--- src/shared/raster_pkg.sv ---
package raster_pkg;

  // Clock rate and the derived system clock timing.
  localparam int CLK_PERIOD_NS = 20;
  localparam int MCLK_HIGH_NS = 163;
  localparam int MCLK_PERIOD_NS = 326;
  localparam int MCLK_HIGH_CYC = (MCLK_HIGH_NS / CLK_PERIOD_NS < 1) ? 1 :
                                 MCLK_HIGH_NS / CLK_PERIOD_NS;
  localparam int MCLK_PERIOD_CYC = (MCLK_PERIOD_NS / CLK_PERIOD_NS < 2) ? 2 :
                                   MCLK_PERIOD_NS / CLK_PERIOD_NS;
  localparam int MCLK_DIV_W = $clog2(MCLK_PERIOD_CYC);

  // Horizontal line layout in pels.
  localparam int H_W = 10;
  localparam logic [9:0] H_LAST = 10'h030B;
  localparam logic [9:0] H_HALF = 10'h0186;
  localparam logic [9:0] H_ACTIVE = 10'h0280;
  localparam logic [9:0] HSYNC_START = 10'h0290;
  localparam logic [9:0] HSYNC_END = 10'h02D0;
  localparam logic [2:0] CHAR_PHASE = 3'h7;

  // Vertical sync counter.
  localparam int VS_W = 4;
  localparam logic [3:0] VS_ON = 4'h8;
  localparam logic [3:0] VS_OFF = 4'hE;
  localparam logic [3:0] VS_HALT = 4'hF;
  localparam logic [3:0] VS_PRESET_F1 = 4'h0;
  localparam logic [3:0] VS_PRESET_F0 = 4'h1;

  // Vertical blanking length in lines per field.
  localparam int BLANK_W = 5;
  localparam logic [4:0] BLANK_F1 = 5'h17;
  localparam logic [4:0] BLANK_F0 = 5'h16;
  localparam logic [4:0] BLANK_LAST = 5'h01;

  // Synchronisation machine states and early enable codes {go, data, addr}.
  typedef enum logic [3:0] {
    SYNC_0 = 4'b0000, SYNC_1 = 4'b0001, SYNC_2 = 4'b0010, SYNC_3 = 4'b0011,
    SYNC_4 = 4'b0100, SYNC_5 = 4'b0101, SYNC_6 = 4'b0110,
    SYNC_8 = 4'b1000, SYNC_9 = 4'b1001, SYNC_10 = 4'b1010, SYNC_11 = 4'b1011,
    SYNC_12 = 4'b1100, SYNC_13 = 4'b1101, SYNC_14 = 4'b1110, SYNC_15 = 4'b1111
  } sync_state_e;
  localparam logic [2:0] CODE_NONE = 3'h0;
  localparam logic [2:0] CODE_GO = 3'h4;
  localparam logic [2:0] CODE_GO_ADDR = 3'h5;
  localparam logic [2:0] CODE_GO_DATA = 3'h6;
  localparam logic [2:0] CODE_ALL = 3'h7;
  localparam int CODE_GO_BIT = 2;
  localparam int CODE_DATA_BIT = 1;
  localparam int CODE_ADDR_BIT = 0;

  localparam int CURSOR_W = 8;
  localparam logic [7:0] CURSOR_CARRY = 8'hFF;

  // Register map.
  localparam int ADDR_W = 4;
  localparam logic [3:0] REG_CTRL = 4'h0;
  localparam logic [3:0] REG_STATUS = 4'h4;
  localparam logic [3:0] REG_HCOUNT = 4'h8;
  localparam logic [3:0] REG_CURSOR = 4'hC;
  localparam logic [1:0] RESP_OKAY = 2'h0;
  localparam logic [1:0] RESP_SLVERR = 2'h2;
  localparam int CTRL_W = 2;
  localparam int CTRL_DISPLAY_ON_BIT = 0;
  localparam int CTRL_CURSOR_ON_BIT = 1;
  localparam logic [1:0] CTRL_RESET = 2'h3;
  localparam int ST_FIELD_BIT = 0;
  localparam int ST_VSYNC_BIT = 1;
  localparam int ST_VPE_BIT = 2;
  localparam int ST_LOCKED_BIT = 3;
  localparam int ST_STATE_LSB = 4;

endpackage

--- src/shared/raster_timing_if.sv ---
`timescale 1ns/1ps
interface raster_timing_if;
  logic half_line_tick;
  logic line_start;
  logic last_line_done;
  logic field;
  logic vsync;
  logic vertical_picture_enable;
  modport source (
    output half_line_tick,
    output line_start,
    output last_line_done,
    input field,
    input vsync,
    input vertical_picture_enable
  );
  modport sink (
    input half_line_tick,
    input line_start,
    input last_line_done,
    output field,
    output vsync,
    output vertical_picture_enable
  );
endinterface

--- src/hdl/vsync_gen.sv ---
`timescale 1ns/1ps
module vsync_gen (
  // Clock and reset.
  input wire logic clk,
  input wire logic sys_rst,
  // Raster timing.
  raster_timing_if.sink tim
);

  logic field_reg;
  logic preset_pending_reg;
  logic [raster_pkg::VS_W-1:0] vs_cnt_reg;
  logic vsync_reg;
  logic vpe_reg;
  logic [raster_pkg::BLANK_W-1:0] blank_cnt_reg;

  assign tim.field = field_reg;
  assign tim.vsync = vsync_reg;
  assign tim.vertical_picture_enable = vpe_reg;

  always_ff @(posedge clk) begin
    if (sys_rst) begin
      preset_pending_reg <= 1'b0;
    end else if (tim.last_line_done) begin
      preset_pending_reg <= 1'b1;
    end else if (tim.half_line_tick) begin
      preset_pending_reg <= 1'b0;
    end
  end

  always_ff @(posedge clk) begin
    if (sys_rst) begin
      vs_cnt_reg <= raster_pkg::VS_HALT;
      field_reg <= 1'b1;
    end else if (tim.half_line_tick && preset_pending_reg) begin
      vs_cnt_reg <= field_reg ? raster_pkg::VS_PRESET_F1 : raster_pkg::VS_PRESET_F0;
      field_reg <= ~field_reg;
    end else if (tim.half_line_tick && vs_cnt_reg != raster_pkg::VS_HALT) begin
      vs_cnt_reg <= vs_cnt_reg + 4'h1;
    end
  end

  always_ff @(posedge clk) begin
    if (sys_rst) begin
      vsync_reg <= 1'b0;
    end else begin
      vsync_reg <= vs_cnt_reg >= raster_pkg::VS_ON && vs_cnt_reg <= raster_pkg::VS_OFF;
    end
  end

  always_ff @(posedge clk) begin
    if (sys_rst) begin
      vpe_reg <= 1'b0;
      blank_cnt_reg <= raster_pkg::BLANK_F1;
    end else if (tim.last_line_done) begin
      vpe_reg <= 1'b0;
      blank_cnt_reg <= field_reg ? raster_pkg::BLANK_F1 : raster_pkg::BLANK_F0;
    end else if (tim.line_start && !vpe_reg) begin
      if (blank_cnt_reg <= raster_pkg::BLANK_LAST) begin
        vpe_reg <= 1'b1;
      end else begin
        blank_cnt_reg <= blank_cnt_reg - 5'h01;
      end
    end
  end

endmodule

--- src/hdl/cpu_phase_sync.sv ---
`timescale 1ns/1ps
module cpu_phase_sync (
  // Clock and reset.
  input wire logic clk,
  input wire logic sys_rst,
  // One-cycle tick per system clock period.
  input wire logic step,
  // Phase-seven pulses of both processors.
  input wire logic main_pulse,
  input wire logic disp_pulse,
  // State and enables.
  output raster_pkg::sync_state_e state,
  output logic go,
  output logic data_en,
  output logic addr_en,
  output logic mem_ctrl_en
);

  raster_pkg::sync_state_e state_reg;
  raster_pkg::sync_state_e state_next;
  logic [2:0] code_next;
  logic [2:0] code_reg;
  logic mem_ctrl_reg;

  assign state = state_reg;
  assign go = code_reg[raster_pkg::CODE_GO_BIT];
  assign data_en = code_reg[raster_pkg::CODE_DATA_BIT];
  assign addr_en = code_reg[raster_pkg::CODE_ADDR_BIT];
  assign mem_ctrl_en = mem_ctrl_reg;

  always_comb begin
    state_next = raster_pkg::SYNC_0;
    code_next = raster_pkg::CODE_GO;
    unique case ({main_pulse, disp_pulse})
      2'b01: begin
        state_next = raster_pkg::SYNC_6;
        code_next = raster_pkg::CODE_NONE;
        if (state_reg inside {raster_pkg::SYNC_2, raster_pkg::SYNC_3, raster_pkg::SYNC_4,
                              raster_pkg::SYNC_5, raster_pkg::SYNC_6}) begin
          state_next = raster_pkg::SYNC_0;
          code_next = raster_pkg::CODE_GO;
        end else if (state_reg == raster_pkg::SYNC_11) begin
          state_next = raster_pkg::SYNC_12;
          code_next = raster_pkg::CODE_GO;
        end
      end
      2'b11: begin
        state_next = raster_pkg::SYNC_2;
        code_next = raster_pkg::CODE_NONE;
        if (state_reg inside {raster_pkg::SYNC_2, raster_pkg::SYNC_3, raster_pkg::SYNC_4,
                              raster_pkg::SYNC_5, raster_pkg::SYNC_6}) begin
          state_next = raster_pkg::SYNC_0;
          code_next = raster_pkg::CODE_GO;
        end
      end
      2'b10: begin
        if (state_reg == raster_pkg::SYNC_6) begin
          state_next = raster_pkg::SYNC_2;
          code_next = raster_pkg::CODE_NONE;
        end else if (state_reg == raster_pkg::SYNC_15) begin
          state_next = raster_pkg::SYNC_8;
          code_next = raster_pkg::CODE_ALL;
        end
      end
      2'b00: begin
        unique case (state_reg)
          raster_pkg::SYNC_1, raster_pkg::SYNC_12: begin
            state_next = raster_pkg::SYNC_13;
            code_next = raster_pkg::CODE_GO_ADDR;
          end
          raster_pkg::SYNC_2: begin
            state_next = raster_pkg::SYNC_3;
            code_next = raster_pkg::CODE_NONE;
          end
          raster_pkg::SYNC_3: begin
            state_next = raster_pkg::SYNC_4;
            code_next = raster_pkg::CODE_NONE;
          end
          raster_pkg::SYNC_4: begin
            state_next = raster_pkg::SYNC_5;
            code_next = raster_pkg::CODE_NONE;
          end
          raster_pkg::SYNC_5: begin
            state_next = raster_pkg::SYNC_1;
          end
          raster_pkg::SYNC_6: begin
            state_next = raster_pkg::SYNC_6;
            code_next = raster_pkg::CODE_NONE;
          end
          raster_pkg::SYNC_8: begin
            state_next = raster_pkg::SYNC_9;
            code_next = raster_pkg::CODE_GO_DATA;
          end
          raster_pkg::SYNC_9: begin
            state_next = raster_pkg::SYNC_10;
            code_next = raster_pkg::CODE_GO_DATA;
          end
          raster_pkg::SYNC_10: begin
            state_next = raster_pkg::SYNC_11;
            code_next = raster_pkg::CODE_GO_DATA;
          end
          raster_pkg::SYNC_13: begin
            state_next = raster_pkg::SYNC_14;
            code_next = raster_pkg::CODE_GO_ADDR;
          end
          raster_pkg::SYNC_14: begin
            state_next = raster_pkg::SYNC_15;
            code_next = raster_pkg::CODE_GO_ADDR;
          end
          default: begin
            state_next = raster_pkg::SYNC_0;
            code_next = raster_pkg::CODE_GO;
          end
        endcase
      end
    endcase
  end

  always_ff @(posedge clk) begin
    if (sys_rst) begin
      state_reg <= raster_pkg::SYNC_0;
      code_reg <= raster_pkg::CODE_GO;
      mem_ctrl_reg <= 1'b1;
    end else if (step) begin
      state_reg <= state_next;
      code_reg <= code_next;
      mem_ctrl_reg <= state_next != raster_pkg::SYNC_11;
    end
  end

endmodule

--- src/hdl/video_raster_control.sv ---
// The implementer's own choices: the AXI4-Lite interface to the registers and the address map.
`timescale 1ns/1ps
module video_raster_control (
  // Clock and reset.
  input wire logic clk,
  input wire logic sys_rst,
  // Pel clock from the oscillator.
  input wire logic pel_clock,
  // Processor phase pulses and memory cycle qualifiers.
  input wire logic display_cpu_phase_pulse,
  input wire logic main_cpu_phase_pulse,
  input wire logic dma_cycle,
  input wire logic scan_pair_load_time,
  // Character rows and cursor load.
  input wire logic last_line_done,
  input wire logic cursor_load,
  input wire logic [7:0] cursor_value,
  input wire logic char_strobe,
  input wire logic [6:0] char_data,
  // Clocks to the boards.
  output logic system_master_clock,
  output logic board_clock,
  output logic board_clock_n,
  // Raster timing.
  output logic hsync,
  output logic hblank,
  output logic char_load,
  output logic vsync,
  output logic vertical_picture_enable,
  output logic field,
  // Processor synchronisation.
  output logic display_hold_n,
  output logic addr_bus_en,
  output logic data_bus_en,
  output logic mem_ctrl_en,
  // Line buffer write port.
  output logic [7:0] line_buf_wdata,
  output logic line_buf_we,
  // AXI4-Lite slave.
  input wire logic [raster_pkg::ADDR_W-1:0] s_axi_awaddr,
  input wire logic s_axi_awvalid,
  output logic s_axi_awready,
  input wire logic [31:0] s_axi_wdata,
  input wire logic [3:0] s_axi_wstrb,
  input wire logic s_axi_wvalid,
  output logic s_axi_wready,
  output logic [1:0] s_axi_bresp,
  output logic s_axi_bvalid,
  input wire logic s_axi_bready,
  input wire logic [raster_pkg::ADDR_W-1:0] s_axi_araddr,
  input wire logic s_axi_arvalid,
  output logic s_axi_arready,
  output logic [31:0] s_axi_rdata,
  output logic [1:0] s_axi_rresp,
  output logic s_axi_rvalid,
  input wire logic s_axi_rready
);

  raster_timing_if tim ();

  logic pel_meta_reg;
  logic pel_sync_reg;
  logic pel_prev_reg;
  logic pel_tick;
  logic main_meta_reg;
  logic main_sync_reg;
  logic disp_meta_reg;
  logic disp_sync_reg;
  logic [raster_pkg::H_W-1:0] h_cnt_reg;
  logic [raster_pkg::MCLK_DIV_W-1:0] mclk_cnt_reg;
  logic mclk_step;
  logic half_tick_reg;
  logic line_start_reg;
  logic last_line_reg;
  logic hsync_reg;
  logic hblank_reg;
  logic char_load_reg;
  logic mclk_reg;
  logic bclk_reg;
  logic bclk_n_reg;
  logic vsync_reg;
  logic vpe_reg;
  logic field_reg;
  raster_pkg::sync_state_e sync_state;
  logic sync_go;
  logic sync_data_en;
  logic sync_addr_en;
  logic sync_mem_en;
  logic hold_n_reg;
  logic addr_en_reg;
  logic data_en_reg;
  logic mem_en_reg;
  logic [raster_pkg::CURSOR_W-1:0] cursor_cnt_reg;
  logic [7:0] lb_data_reg;
  logic lb_we_reg;
  logic [raster_pkg::CTRL_W-1:0] ctrl_reg;
  logic awready_reg;
  logic wready_reg;
  logic bvalid_reg;
  logic [1:0] bresp_reg;
  logic arready_reg;
  logic rvalid_reg;
  logic [1:0] rresp_reg;
  logic [31:0] rdata_reg;
  logic wr_take;
  logic rd_take;
  logic [31:0] rd_mux;
  logic rd_hit;

  // Pel clock and processor pulses are retimed by two flip-flops.
  always_ff @(posedge clk) begin
    if (sys_rst) begin
      pel_meta_reg <= 1'b0;
      pel_sync_reg <= 1'b0;
      pel_prev_reg <= 1'b0;
      main_meta_reg <= 1'b0;
      main_sync_reg <= 1'b0;
      disp_meta_reg <= 1'b0;
      disp_sync_reg <= 1'b0;
    end else begin
      pel_meta_reg <= pel_clock;
      pel_sync_reg <= pel_meta_reg;
      pel_prev_reg <= pel_sync_reg;
      main_meta_reg <= main_cpu_phase_pulse;
      main_sync_reg <= main_meta_reg;
      disp_meta_reg <= display_cpu_phase_pulse;
      disp_sync_reg <= disp_meta_reg;
    end
  end

  assign pel_tick = pel_sync_reg & ~pel_prev_reg;

  always_ff @(posedge clk) begin
    if (sys_rst) begin
      h_cnt_reg <= '0;
    end else if (pel_tick) begin
      if (h_cnt_reg == raster_pkg::H_LAST) begin
        h_cnt_reg <= '0;
      end else begin
        h_cnt_reg <= h_cnt_reg + 10'h001;
      end
    end
  end

  // Horizontal decode.
  always_ff @(posedge clk) begin
    if (sys_rst) begin
      hsync_reg <= 1'b0;
      hblank_reg <= 1'b0;
      char_load_reg <= 1'b0;
      half_tick_reg <= 1'b0;
      line_start_reg <= 1'b0;
      last_line_reg <= 1'b0;
    end else begin
      hsync_reg <= h_cnt_reg >= raster_pkg::HSYNC_START && h_cnt_reg < raster_pkg::HSYNC_END;
      hblank_reg <= h_cnt_reg >= raster_pkg::H_ACTIVE;
      char_load_reg <= pel_tick && h_cnt_reg[2:0] == raster_pkg::CHAR_PHASE;
      half_tick_reg <= pel_tick && (h_cnt_reg == '0 || h_cnt_reg == raster_pkg::H_HALF);
      line_start_reg <= pel_tick && h_cnt_reg == '0;
      last_line_reg <= last_line_done;
    end
  end

  assign tim.half_line_tick = half_tick_reg;
  assign tim.line_start = line_start_reg;
  assign tim.last_line_done = last_line_reg;

  vsync_gen u_vsync (
    .clk(clk),
    .sys_rst(sys_rst),
    .tim(tim.sink)
  );

  // System and board clocks.
  always_ff @(posedge clk) begin
    if (sys_rst) begin
      mclk_cnt_reg <= '0;
    end else if (mclk_cnt_reg == raster_pkg::MCLK_DIV_W'(raster_pkg::MCLK_PERIOD_CYC - 1)) begin
      mclk_cnt_reg <= '0;
    end else begin
      mclk_cnt_reg <= mclk_cnt_reg + raster_pkg::MCLK_DIV_W'(1);
    end
  end

  assign mclk_step = mclk_cnt_reg == '0;

  always_ff @(posedge clk) begin
    if (sys_rst) begin
      mclk_reg <= 1'b0;
      bclk_reg <= 1'b0;
      bclk_n_reg <= 1'b1;
    end else begin
      mclk_reg <= mclk_cnt_reg < raster_pkg::MCLK_DIV_W'(raster_pkg::MCLK_HIGH_CYC);
      bclk_reg <= mclk_cnt_reg < raster_pkg::MCLK_DIV_W'(raster_pkg::MCLK_HIGH_CYC);
      bclk_n_reg <= mclk_cnt_reg >= raster_pkg::MCLK_DIV_W'(raster_pkg::MCLK_HIGH_CYC);
    end
  end

  cpu_phase_sync u_sync (
    .clk(clk),
    .sys_rst(sys_rst),
    .step(mclk_step),
    .main_pulse(main_sync_reg),
    .disp_pulse(disp_sync_reg),
    .state(sync_state),
    .go(sync_go),
    .data_en(sync_data_en),
    .addr_en(sync_addr_en),
    .mem_ctrl_en(sync_mem_en)
  );

  // Registered copies of block state for the outputs, except picture enable, which is masked by display-on.
  always_ff @(posedge clk) begin
    if (sys_rst) begin
      hold_n_reg <= 1'b1;
      addr_en_reg <= 1'b0;
      data_en_reg <= 1'b0;
      mem_en_reg <= 1'b1;
      vsync_reg <= 1'b0;
      vpe_reg <= 1'b0;
      field_reg <= 1'b1;
    end else begin
      hold_n_reg <= sync_go;
      addr_en_reg <= sync_addr_en;
      data_en_reg <= sync_data_en;
      mem_en_reg <= sync_mem_en;
      vsync_reg <= tim.vsync;
      vpe_reg <= tim.vertical_picture_enable & ctrl_reg[raster_pkg::CTRL_DISPLAY_ON_BIT];
      field_reg <= tim.field;
    end
  end

  // Cursor counter.
  always_ff @(posedge clk) begin
    if (sys_rst) begin
      cursor_cnt_reg <= '0;
    end else if (cursor_load) begin
      cursor_cnt_reg <= cursor_value;
    end else if (dma_cycle && !scan_pair_load_time) begin
      cursor_cnt_reg <= cursor_cnt_reg + 8'h01;
    end
  end

  always_ff @(posedge clk) begin
    if (sys_rst) begin
      lb_data_reg <= '0;
      lb_we_reg <= 1'b0;
    end else begin
      lb_we_reg <= char_strobe;
      if (char_strobe) begin
        lb_data_reg <= {cursor_cnt_reg == raster_pkg::CURSOR_CARRY && dma_cycle &&
                        !scan_pair_load_time && ctrl_reg[raster_pkg::CTRL_CURSOR_ON_BIT],
                        char_data};
      end
    end
  end

  // Register bus: both write channels are taken in one cycle.
  assign wr_take = s_axi_awvalid && s_axi_wvalid && !awready_reg && !bvalid_reg;
  assign rd_take = s_axi_arvalid && !arready_reg && !rvalid_reg;

  always_ff @(posedge clk) begin
    if (sys_rst) begin
      awready_reg <= 1'b0;
      wready_reg <= 1'b0;
      bvalid_reg <= 1'b0;
      bresp_reg <= raster_pkg::RESP_OKAY;
      ctrl_reg <= raster_pkg::CTRL_RESET;
    end else begin
      awready_reg <= wr_take;
      wready_reg <= wr_take;
      if (wr_take) begin
        if (s_axi_awaddr == raster_pkg::REG_CTRL) begin
          bresp_reg <= raster_pkg::RESP_OKAY;
          if (s_axi_wstrb[0]) begin
            ctrl_reg <= s_axi_wdata[raster_pkg::CTRL_W-1:0];
          end
        end else if (s_axi_awaddr == raster_pkg::REG_STATUS ||
                     s_axi_awaddr == raster_pkg::REG_HCOUNT ||
                     s_axi_awaddr == raster_pkg::REG_CURSOR) begin
          bresp_reg <= raster_pkg::RESP_OKAY;
        end else begin
          bresp_reg <= raster_pkg::RESP_SLVERR;
        end
      end
      if (awready_reg) begin
        bvalid_reg <= 1'b1;
      end else if (s_axi_bready) begin
        bvalid_reg <= 1'b0;
      end
    end
  end

  always_comb begin
    rd_mux = '0;
    rd_hit = 1'b1;
    unique case (s_axi_araddr)
      raster_pkg::REG_CTRL: rd_mux[raster_pkg::CTRL_W-1:0] = ctrl_reg;
      raster_pkg::REG_STATUS: begin
        rd_mux[raster_pkg::ST_FIELD_BIT] = field_reg;
        rd_mux[raster_pkg::ST_VSYNC_BIT] = vsync_reg;
        rd_mux[raster_pkg::ST_VPE_BIT] = tim.vertical_picture_enable;
        rd_mux[raster_pkg::ST_LOCKED_BIT] = sync_state[3];
        rd_mux[raster_pkg::ST_STATE_LSB +: 4] = sync_state;
      end
      raster_pkg::REG_HCOUNT: rd_mux[raster_pkg::H_W-1:0] = h_cnt_reg;
      raster_pkg::REG_CURSOR: rd_mux[raster_pkg::CURSOR_W-1:0] = cursor_cnt_reg;
      default: rd_hit = 1'b0;
    endcase
  end

  always_ff @(posedge clk) begin
    if (sys_rst) begin
      arready_reg <= 1'b0;
      rvalid_reg <= 1'b0;
      rdata_reg <= '0;
      rresp_reg <= raster_pkg::RESP_OKAY;
    end else begin
      arready_reg <= rd_take;
      if (rd_take) begin
        rdata_reg <= rd_mux;
        rresp_reg <= rd_hit ? raster_pkg::RESP_OKAY : raster_pkg::RESP_SLVERR;
      end
      if (arready_reg) begin
        rvalid_reg <= 1'b1;
      end else if (s_axi_rready) begin
        rvalid_reg <= 1'b0;
      end
    end
  end

  assign system_master_clock = mclk_reg;
  assign board_clock = bclk_reg;
  assign board_clock_n = bclk_n_reg;
  assign hsync = hsync_reg;
  assign hblank = hblank_reg;
  assign char_load = char_load_reg;
  assign vsync = vsync_reg;
  assign vertical_picture_enable = vpe_reg;
  assign field = field_reg;
  assign display_hold_n = hold_n_reg;
  assign addr_bus_en = addr_en_reg;
  assign data_bus_en = data_en_reg;
  assign mem_ctrl_en = mem_en_reg;
  assign line_buf_wdata = lb_data_reg;
  assign line_buf_we = lb_we_reg;
  assign s_axi_awready = awready_reg;
  assign s_axi_wready = wready_reg;
  assign s_axi_bvalid = bvalid_reg;
  assign s_axi_bresp = bresp_reg;
  assign s_axi_arready = arready_reg;
  assign s_axi_rvalid = rvalid_reg;
  assign s_axi_rdata = rdata_reg;
  assign s_axi_rresp = rresp_reg;

endmodule

--- config.mk ---
export PLATFORM = sky130hd
export DESIGN_NAME = video_raster_control
export DESIGN_NICKNAME = d
export VERILOG_FILES = /design/src/shared/raster_pkg.sv /design/src/shared/raster_timing_if.sv /design/src/hdl/vsync_gen.sv /design/src/hdl/cpu_phase_sync.sv /design/src/hdl/video_raster_control.sv
export SDC_FILE = /design/constraint.sdc
export NUM_CORES = 1
export LEC_CHECK = 0
export ABC_AREA = 1
export ABC_CLOCK_PERIOD_IN_PS = 1470
export BUFFER_PORTS_ARGS = -buffer_cell sky130_fd_sc_hd__buf_2
export CORE_MARGIN = 10
export CORE_UTILIZATION = 40
export DETAILED_ROUTE_END_ITERATION = 8
export GPL_ROUTABILITY_DRIVEN = 0
export PLACE_DENSITY = 0.63
export SETUP_SLACK_MARGIN = 0.02
export SLEW_MARGIN = 20
export SYNTH_ARGS = -nofsm -noshare
export SYNTH_HDL_FRONTEND = slang
export SYNTH_SLANG_ARGS = --single-unit
--- constraint.sdc ---
create_clock -name clk -period 1.47 [get_ports clk]
set_input_delay 0.2205 -clock clk [delete_from_list [all_inputs] [get_ports clk]]
set_output_delay 0.2205 -clock clk [all_outputs]
set_load 0.1 [all_outputs]
Yosys cells after proc, flatten, opt, wreduce, memory -nomap -nowiden
Cells that the tools add are included.
Cells by class
  reductions and logical operators: 48
  muxes and demuxes: 37
  equal/unequal tests: 31
  magnitude comparators: 8
  bitwise gates (word level): 4
  add/subtract/negate cells: 5
Operators with widths (count)
  4-bit == test, second input constant: 13
  4-bit case mux with 11 select lines: 1
  4-bit two-way mux: 6
  4-bit by 3-bit == test with 1-bit output, second input constant: 5
  10-bit >= comparator, second input constant: 2
  6-bit case mux with 3 select lines: 1
  1-bit logical AND: 17
  8-bit two-way mux: 2
  4-bit case mux with 4 select lines: 1
  5-bit two-way mux: 3
  4-bit logical NOT: 3
  2-bit two-way mux: 6
  3-bit two-way mux: 4
  3-bit case mux with 4 select lines: 1
  2-bit nonzero test: 6
  4-bit OR reduction: 3
  10-bit by 1-bit adder with 10-bit output, second input constant: 1
  10-bit == test, second input constant: 1
  10-bit by 9-bit == test with 1-bit output, second input constant: 1
  10-bit logical NOT: 1
  10-bit less-than comparator, second input constant: 1
  10-bit two-way mux: 1
  1-bit two-way mux: 9
  3-bit case mux with 3 select lines: 1
  26 further kinds: 43
Storage, ports and cells
  word-level logic and storage cells: 177
  bits in registers: 94
  output and inout bits: 63

Depth between registers and ports, before layout
Gate-level depths: netlist (run 1).
  depth after elaboration: 5
  depth in mapped cells: 10
  depth with buffers taken out: 10

Hierarchy
From an unflattened synthesis (run 1), not the netlist that was laid out.
Unflattened totals
  cells, all modules: 624
  area total of the unflattened synthesis: 4439.3 µm²
Modules (own cells, without submodules)
  video_raster_control: seq. area each 1421.4 µm², cells an instance 420, area an instance 3138.0 µm², times used 1
  vsync_gen: seq. area each 260.2 µm², cells an instance 101, area an instance 714.4 µm², times used 1
  cpu_phase_sync: seq. area each 160.2 µm², cells an instance 103, area an instance 586.8 µm², times used 1

Worst setup path after synthesis (run 1)
No wires, ideal clock.
  path type: register to register
  start: register arready_reg (netlist: s_axi_arready)
  end: register rdata_reg[1] (netlist: s_axi_rdata[1])
  data arrival time: 1.571 ns
  clock period less this slack: 1.703 ns
  path slack: -0.233 ns
  stages on the path, launching flop included: 7
  required time: 1.338 ns
  path buffers: 1
  path through: dfxtp_1 > inv_1 > nand2_1 > nor2_1 > buf_4 > o21ai_0 > a21oi_1
On the way
  word-level cells in the longest chain between the ends: 3
RTL lines
  from (decl): line video_raster_control.sv:101  | logic arready_reg;
  from (signal assigned): line video_raster_control.sv:319  | arready_reg <= rd_take;
  1-bit logical NOT: line video_raster_control.sv:260  | assign rd_take = s_axi_arvalid && !arready_reg && !rvalid_reg;
  1-bit logical AND (2 in series): line video_raster_control.sv:260
  to (signal assigned): line video_raster_control.sv:321  | rdata_reg <= rd_mux;
  to (decl): line video_raster_control.sv:104  | logic [31:0] rdata_reg;
Every way passes these cells.
A chain may end at the register's enable or synchronous reset.

Worst setup path after layout (run 1)
  start: register rdata_reg[1] (netlist: s_axi_rdata[1])
  end: output s_axi_rdata[1]
RTL lines
  to (decl): line video_raster_control.sv:53  | output logic [31:0] s_axi_rdata,
No word-level cell between the ends.

==> results of run 1 <==
[area by class of cell]
| type | count | area share [%] |
|---|---|---|
| clock buffers | 12 | 2.97 |
| repair buffers | 94 | 9.85 |
| multi-input cells | 420 | 40.6 |
| inverters | 83 | 5.95 |
| well taps | 140 | 3.35 |
| clock inverters | 4 | 1.82 |
| flip-flops and latches | 92 | 35.5 |
[stage by stage]
stage / instances / utilization, % / hold WS [ns] / power, W / cell area [sq um]
after global routing: 845 / 48.3 / 0.0449 / 0.00748 / 5230
after detailed placement: 829 / 45.5 / 0.401 / 0.00500 / 4930
after CTS: 845 / 47.8 / 0.0354 / 0.00709 / 5180
final: 845 / 48.3 / 0.0550 / 0.00707 / 5230
after floorplan: 633 / - / 0.327 / 0.00463 / 4510
after global placement: 829 / 45.5 / 0.392 / 0.00496 / 4930
[layer usage]
layer / wire (um) / vias up
li1: - / 2070
met2: 5070 / 118
met3: 756 / 17
met1: 5150 / 1808
met5: 0 / -
met4: 206 / 0
[cell usage in the layout, fill, tap and decap left out, types with 11 or more instances in the layout]
cell        n
a21oi_1    28
buf_2      76
buf_4      15
clkbuf_8   11
conb_1     24
dfxtp_1    79
dfxtp_2    13
inv_1      73
nand2_1   131
nand3_1    40
nand4_1    14
nor2_1     72
o21ai_0    40
[worst reg2reg max path: cells and delay by family (launching register included)]
kind,cells,cell delay [ns]
DFF,1,0.36
and+or+nand+nor,6,0.68
buffers and inverters,2,0.19
[logic make-up after synthesis]
family	share of synthesized area, %
adders and majority gates	3.11
buffers and inverters	13.0
and+or+nand+nor	29.8
xor gates and xnor gates	1.78
AOI/OAI and AO/OA	10.5
DFF	41.7
other	0.0848
[power by group through the flow]
stage               Clock [W]  Combinational, W  Sequential, W
floorplan                   0           0.00130        0.00333
global placement            0           0.00200        0.00296
detailed placement          0           0.00204        0.00297
CTS                   0.00214           0.00204        0.00291
global route          0.00223           0.00228        0.00297
finish                0.00207           0.00207        0.00293
[what timing repair did]
action / in CTS / in global routing
hold buffers: 0 / 0
endpoints found under the setup margin: 0 / 14
resized for setup: 0 / 19
[final timing paths]
check,start,end,cells after the start
setup / recovery,s_axi_rdata[1],s_axi_rdata[1],1
hold / removal,last_line_done,last_line_reg,3
setup reg to reg,h_cnt_reg[4],h_cnt_reg[6],8
hold reg to reg,pel_meta_reg,pel_sync_reg,2
==> run_results.csv, run 1 <==
group,metric,value,unit
worst_setup_path,slowest_stage,"buf_2",
timing,slew_violations,0,
global_routing,antenna_found_initial,0,
clock_tree,ctsRootBufferMaster,"clkbuf_8",
detailed_routing,dr.first_iter.drc_count,314,
worst_setup_path,worstPathMaxFanout,2,
worst_setup_path,crit_path_end_kind,"output port",
timing,skew,0.00729,ns
power_and_ir_drop,sw_frac_of_total,36.8,%
global_routing,grt_pass1_wl,18.4,mm
floorplanning,dieWidth,125,um
logic_synthesis,ys.flop_type,"dfxtp_1",
detailed_routing,ant_nets,0,
global_routing,globalRouteMet3Util,4.31,%
detailed_routing,drc,0,
layout,fill_cells,1100,
min_path,hold_class,"input pin to flop",
global_routing,grt_pass1_vias,3867,
logic_synthesis,synth.area.top_cells,"dfxtp_1, nand2_1, nor2_1, inv_1, buf_4",
logic_synthesis,synth-seq-area-share,41.7,%
clock_tree,numCtsBuffers,9,
logic_synthesis,synth.most_common_cell,"nand2_1",
timing,tns,0,ns
placed_design,portBuffers,79,
logic_synthesis,synth_top_area_share,41.7,%
layout,diodes,0,
detailed_routing,dr.pass1.iters,4,
clock_tree,clock_latency,0.36,ns
timing,period_needed,1.40,ns
worst_setup_path,critical_path.max_stage_delay,0.44,ns
power_and_ir_drop,p_seq_share,41.5,%
logic_synthesis,synthArstFlopShare,0,%
layout,nets,785,
clock_tree,clk_pin_slew,0.08,ns
timing,rsz0062_at_grt,"false",
layout,seq_area,1860,sq um
worst_setup_path,cp.required,1.25,ns
layout,drive_above_1_share,23.1,%
power_and_ir_drop,powerDensity,1350,nW/um^2
power_and_ir_drop,power_frac_comb,29.3,%
worst_setup_path,worstPathCellList,"buf_2",
logic_synthesis,synth_top_cell_by_area,"dfxtp_1",
placed_design,hpwl,8.73,mm
flow_run,cap_violations,0,
worst_setup_path,critical_path_class,"flop to output port",
logic_synthesis,synthTopCellsByCount,"nand2_1, dfxtp_1, nor2_1, inv_1, nand3_1",
global_routing,overflow,0,
floorplanning,dieArea,15700,sq um
detailed_routing,via_count,4013,
global_routing,grt_max_degree,18,
timing,finalSetupViolCount,0,
worst_setup_path,crit_buf_inv,1,
logic_synthesis,synth.ff_latch_count,92,
floorplanning,core,10800,sq um
clock_tree,cts_tree,"built",
worst_setup_path,cp-start-kind,"flop",
worst_setup_path,critPathArrivalTime,1.18,ns
logic_synthesis,synth_cell_types,39,
global_routing,grt_util_met1,16.8,%
placed_design,pre_cts_ws,0.0890,ns
timing,timing.fmax,713,MHz
floorplanning,fp.dieH,125,um
floorplanning,io_pins,137,
timing,final.setup.worst_slack,0.0671,ns
clock_tree,ctsLongestPathBuffers,2,
worst_setup_path,r2r_slack,0.13,ns
power_and_ir_drop,p_int,0.00446,W
clock_tree,cts_setup_buffers,0,
detailed_routing,routed_wl,11.2,mm
floorplanning,rows,38,
clock_tree,clock_sinks,92,
global_routing,top_usage_layer,"met2",
detailed_routing,avgRoutedWirePerCell,13.2,um
logic_synthesis,yosys_warnings,0,
global_routing,gr-usage-met2,22.8,%
status,status,"completed",
layout,multi_input_area,2120,sq um
detailed_routing,vias_per_cell,4.75,
global_routing,grt_usage,13.9,%
floorplanning,floorplan.initialDensity,40.8,%
worst_setup_path,cp_top_family,"buffers and inverters",
clock_tree,htreeDepth,3,
timing,period_share,95.4,%
logic_synthesis,avgSynthCellArea,7.25,sq um
power_and_ir_drop,switching_power,0.00260,W
logic_synthesis,synth_edf_count,0,
power_and_ir_drop,irDropWorstVdd,0.858,mV
layout,area_growth,18.4,%
power_and_ir_drop,power.leakage,2.59,nW
power_and_ir_drop,clockPowerShare,29.2,%
logic_synthesis,synthCells,610,
timing,hold_viol,0,
logic_synthesis,syn_area,4420,sq um
No activity file was read; power rests on OpenSTA's default activity.
==> inputs of run 2 (changes only) <==
BUFFER_PORTS_ARGS = -buffer_cell sky130_fd_sc_hd__clkbuf_2   (was -buffer_cell sky130_fd_sc_hd__buf_2)
PLACE_DENSITY = 0.7   (was 0.63)
==> run 2 against run 1 <==
Compared with the run above: via count grew 1.0%; worst hold slack lost 0.027 ns; first-iteration DRC count grew 14%; utilization shrank 0.24 points; design area shrank 0.50%; non-clock buffer count shrank 1; combinational power shrank 2%; largest power group unchanged; highest routed layer unchanged; sequential cell count is the same; global-route usage grew 0.073 points; largest cell class unchanged; clock skew grew 0.0036 ns; register-to-register slack is essentially flat.
==> run_results.csv, run 2 (synthesis gave the netlist of run 1 again) <==
group,metric,value,unit
timing,hold_viol,0,
detailed_routing,dr.first_iter.drc_count,359,
power_and_ir_drop,powerDensity,1320,nW/um^2
layout,final_cell_mix,"nand2_1, dfxtp_1, nor2_1, inv_1, clkbuf_2",
detailed_routing,ant_nets,0,
global_routing,grt_max_degree,18,
timing,tns,0,ns
flow_run,cap_violations,0,
global_routing,grt_pass1_vias,3874,
worst_setup_path,cp.required,1.25,ns
detailed_routing,via_count,4055,
worst_setup_path,worstPathCellList,"clkbuf_2",
timing,rsz0062_at_grt,"true",
worst_setup_path,cp_top_family,"buffers and inverters",
global_routing,grt_pass1_wl,18.6,mm
timing,timing.fmax,705,MHz
worst_setup_path,critical_path.max_stage_delay,0.47,ns
worst_setup_path,crit_buf_inv,1,
detailed_routing,dr.pass1.iters,7,
floorplanning,floorplan.initialDensity,40.8,%
layout,area_growth,17.8,%
timing,period_share,96.5,%
worst_setup_path,slowest_stage,"clkbuf_2",
worst_setup_path,critPathArrivalTime,1.20,ns
min_path,hold_class,"input pin to flop",
clock_tree,htreeDepth,3,
clock_tree,numCtsBuffers,9,
min_path,whs_path_depth,3,
power_and_ir_drop,irDropWorstVdd,0.598,mV
global_routing,overflow,0,
timing,skew,0.0109,ns
floorplanning,fp.dieH,125,um
floorplanning,rows,38,
clock_tree,ctsLongestPathBuffers,2,
timing,slew_headroom,62.7,%
floorplanning,io_pins,137,
worst_setup_path,worstPathMaxFanout,2,
timing,period_needed,1.42,ns
floorplanning,core,10800,sq um
worst_setup_path,rr_worst_depth,6,
placed_design,pre_cts_ws,0.0988,ns
placed_design,portBuffers,79,
layout,diodes,0,
placed_design,hpwl,8.63,mm
timing,slew_violations,0,
detailed_routing,avgRoutedWirePerCell,13.4,um
worst_setup_path,cp-start-kind,"flop",
detailed_routing,vias_per_cell,4.80,
detailed_routing,routed_wl,11.3,mm
clock_tree,cts_tree,"built",
clock_tree,clock_latency,0.37,ns
global_routing,antenna_found_initial,0,
layout,drive_above_1_share,22.6,%
timing,finalSetupViolCount,0,
floorplanning,dieWidth,125,um
clock_tree,clock_sinks,92,
worst_setup_path,crit_path_end_kind,"output port",
floorplanning,dieArea,15700,sq um
detailed_routing,drc,0,
timing,worst_slew_pin_slew,0.562,ns
worst_setup_path,critical_path_class,"flop to output port",
timing,final.setup.worst_slack,0.0508,ns
worst_setup_path,path_depth,1,
clock_tree,clk_pin_slew,0.09,ns
clock_tree,ctsRootBufferMaster,"clkbuf_8",
layout,layout_commonest_cell,"nand2_1",
global_routing,grt_usage,14.0,%
power_and_ir_drop,power.leakage,2.56,nW
status,status,"completed",
layout,nets,784,
==> run 2: area by class of cell <==
class	instances	area, sq um
tap	140	175
fill	1096	5630
inverter	83	312
timing repair buffer	93	518
clock buffer	9	124
multi-input combinational	420	2120
sequential	92	1860
clock inverter	7	97.6
==> run 2: power by group <==
part           internal (W)  switching [W]  leakage, nW  total, W
clock              0.000966       0.000929        0.106   0.00189
sequential          0.00273       0.000212        0.758   0.00294
combinational      0.000490        0.00154         1.70   0.00203
==> run 2: path summary, 6_finish.rpt <==
path	startpoint	end	slack (ns)
setup / recovery	s_axi_rdata[6]	s_axi_rdata[6]	0.05
hold / removal	main_cpu_phase_pulse	main_meta_reg	0.03
setup reg to reg	cursor_cnt_reg[1]	cursor_cnt_reg[6]	0.12
hold reg to reg	disp_meta_reg	disp_sync_reg	0.41
==> run 2: metrics by stage <==
step / util, % / hold WS [ns] / cells / power (W) / cell area [sq um]
after floorplan: - / 0.327 / 633 / 0.00463 / 4510
after global placement: 45.6 / 0.394 / 828 / 0.00492 / 4940
after detailed placement: 45.6 / 0.397 / 828 / 0.00497 / 4940
after CTS: 47.6 / 0.0115 / 844 / 0.00688 / 5160
after global routing: 48.0 / 0.0227 / 844 / 0.00722 / 5210
final: 48.0 / 0.0278 / 844 / 0.00686 / 5210
==> run 2: worst register-to-register path: cells and delay by family, from the launching register on <==
family | cells | cell delay [ns]
adder cells (fa/ha/maj) | 1 | 0.25
AO/OA/AOI/OAI | 1 | 0.13
flip-flops | 1 | 0.41
AND/OR/NAND/NOR | 3 | 0.34
XOR/XNOR | 1 | 0.16
==> run 2: repair_timing <==
item / CTS / global route
hold buffers: 0 / 0
setup buffers: 0 / 0
endpoints found under the setup margin: 0 / 20
gates resized for setup: 0 / 18
==> run 2: routing by layer <==
| metal | wire length, um | global-route usage [%] | vias up |
|---|---|---|---|
| met5 | 0 | 0 | - |
| li1 | - | - | 2073 |
| met4 | 232 | 7.05 | 0 |
| met1 | 4980 | 16.3 | 1819 |
| met2 | 5240 | 22.8 | 144 |
| met3 | 906 | 4.31 | 19 |
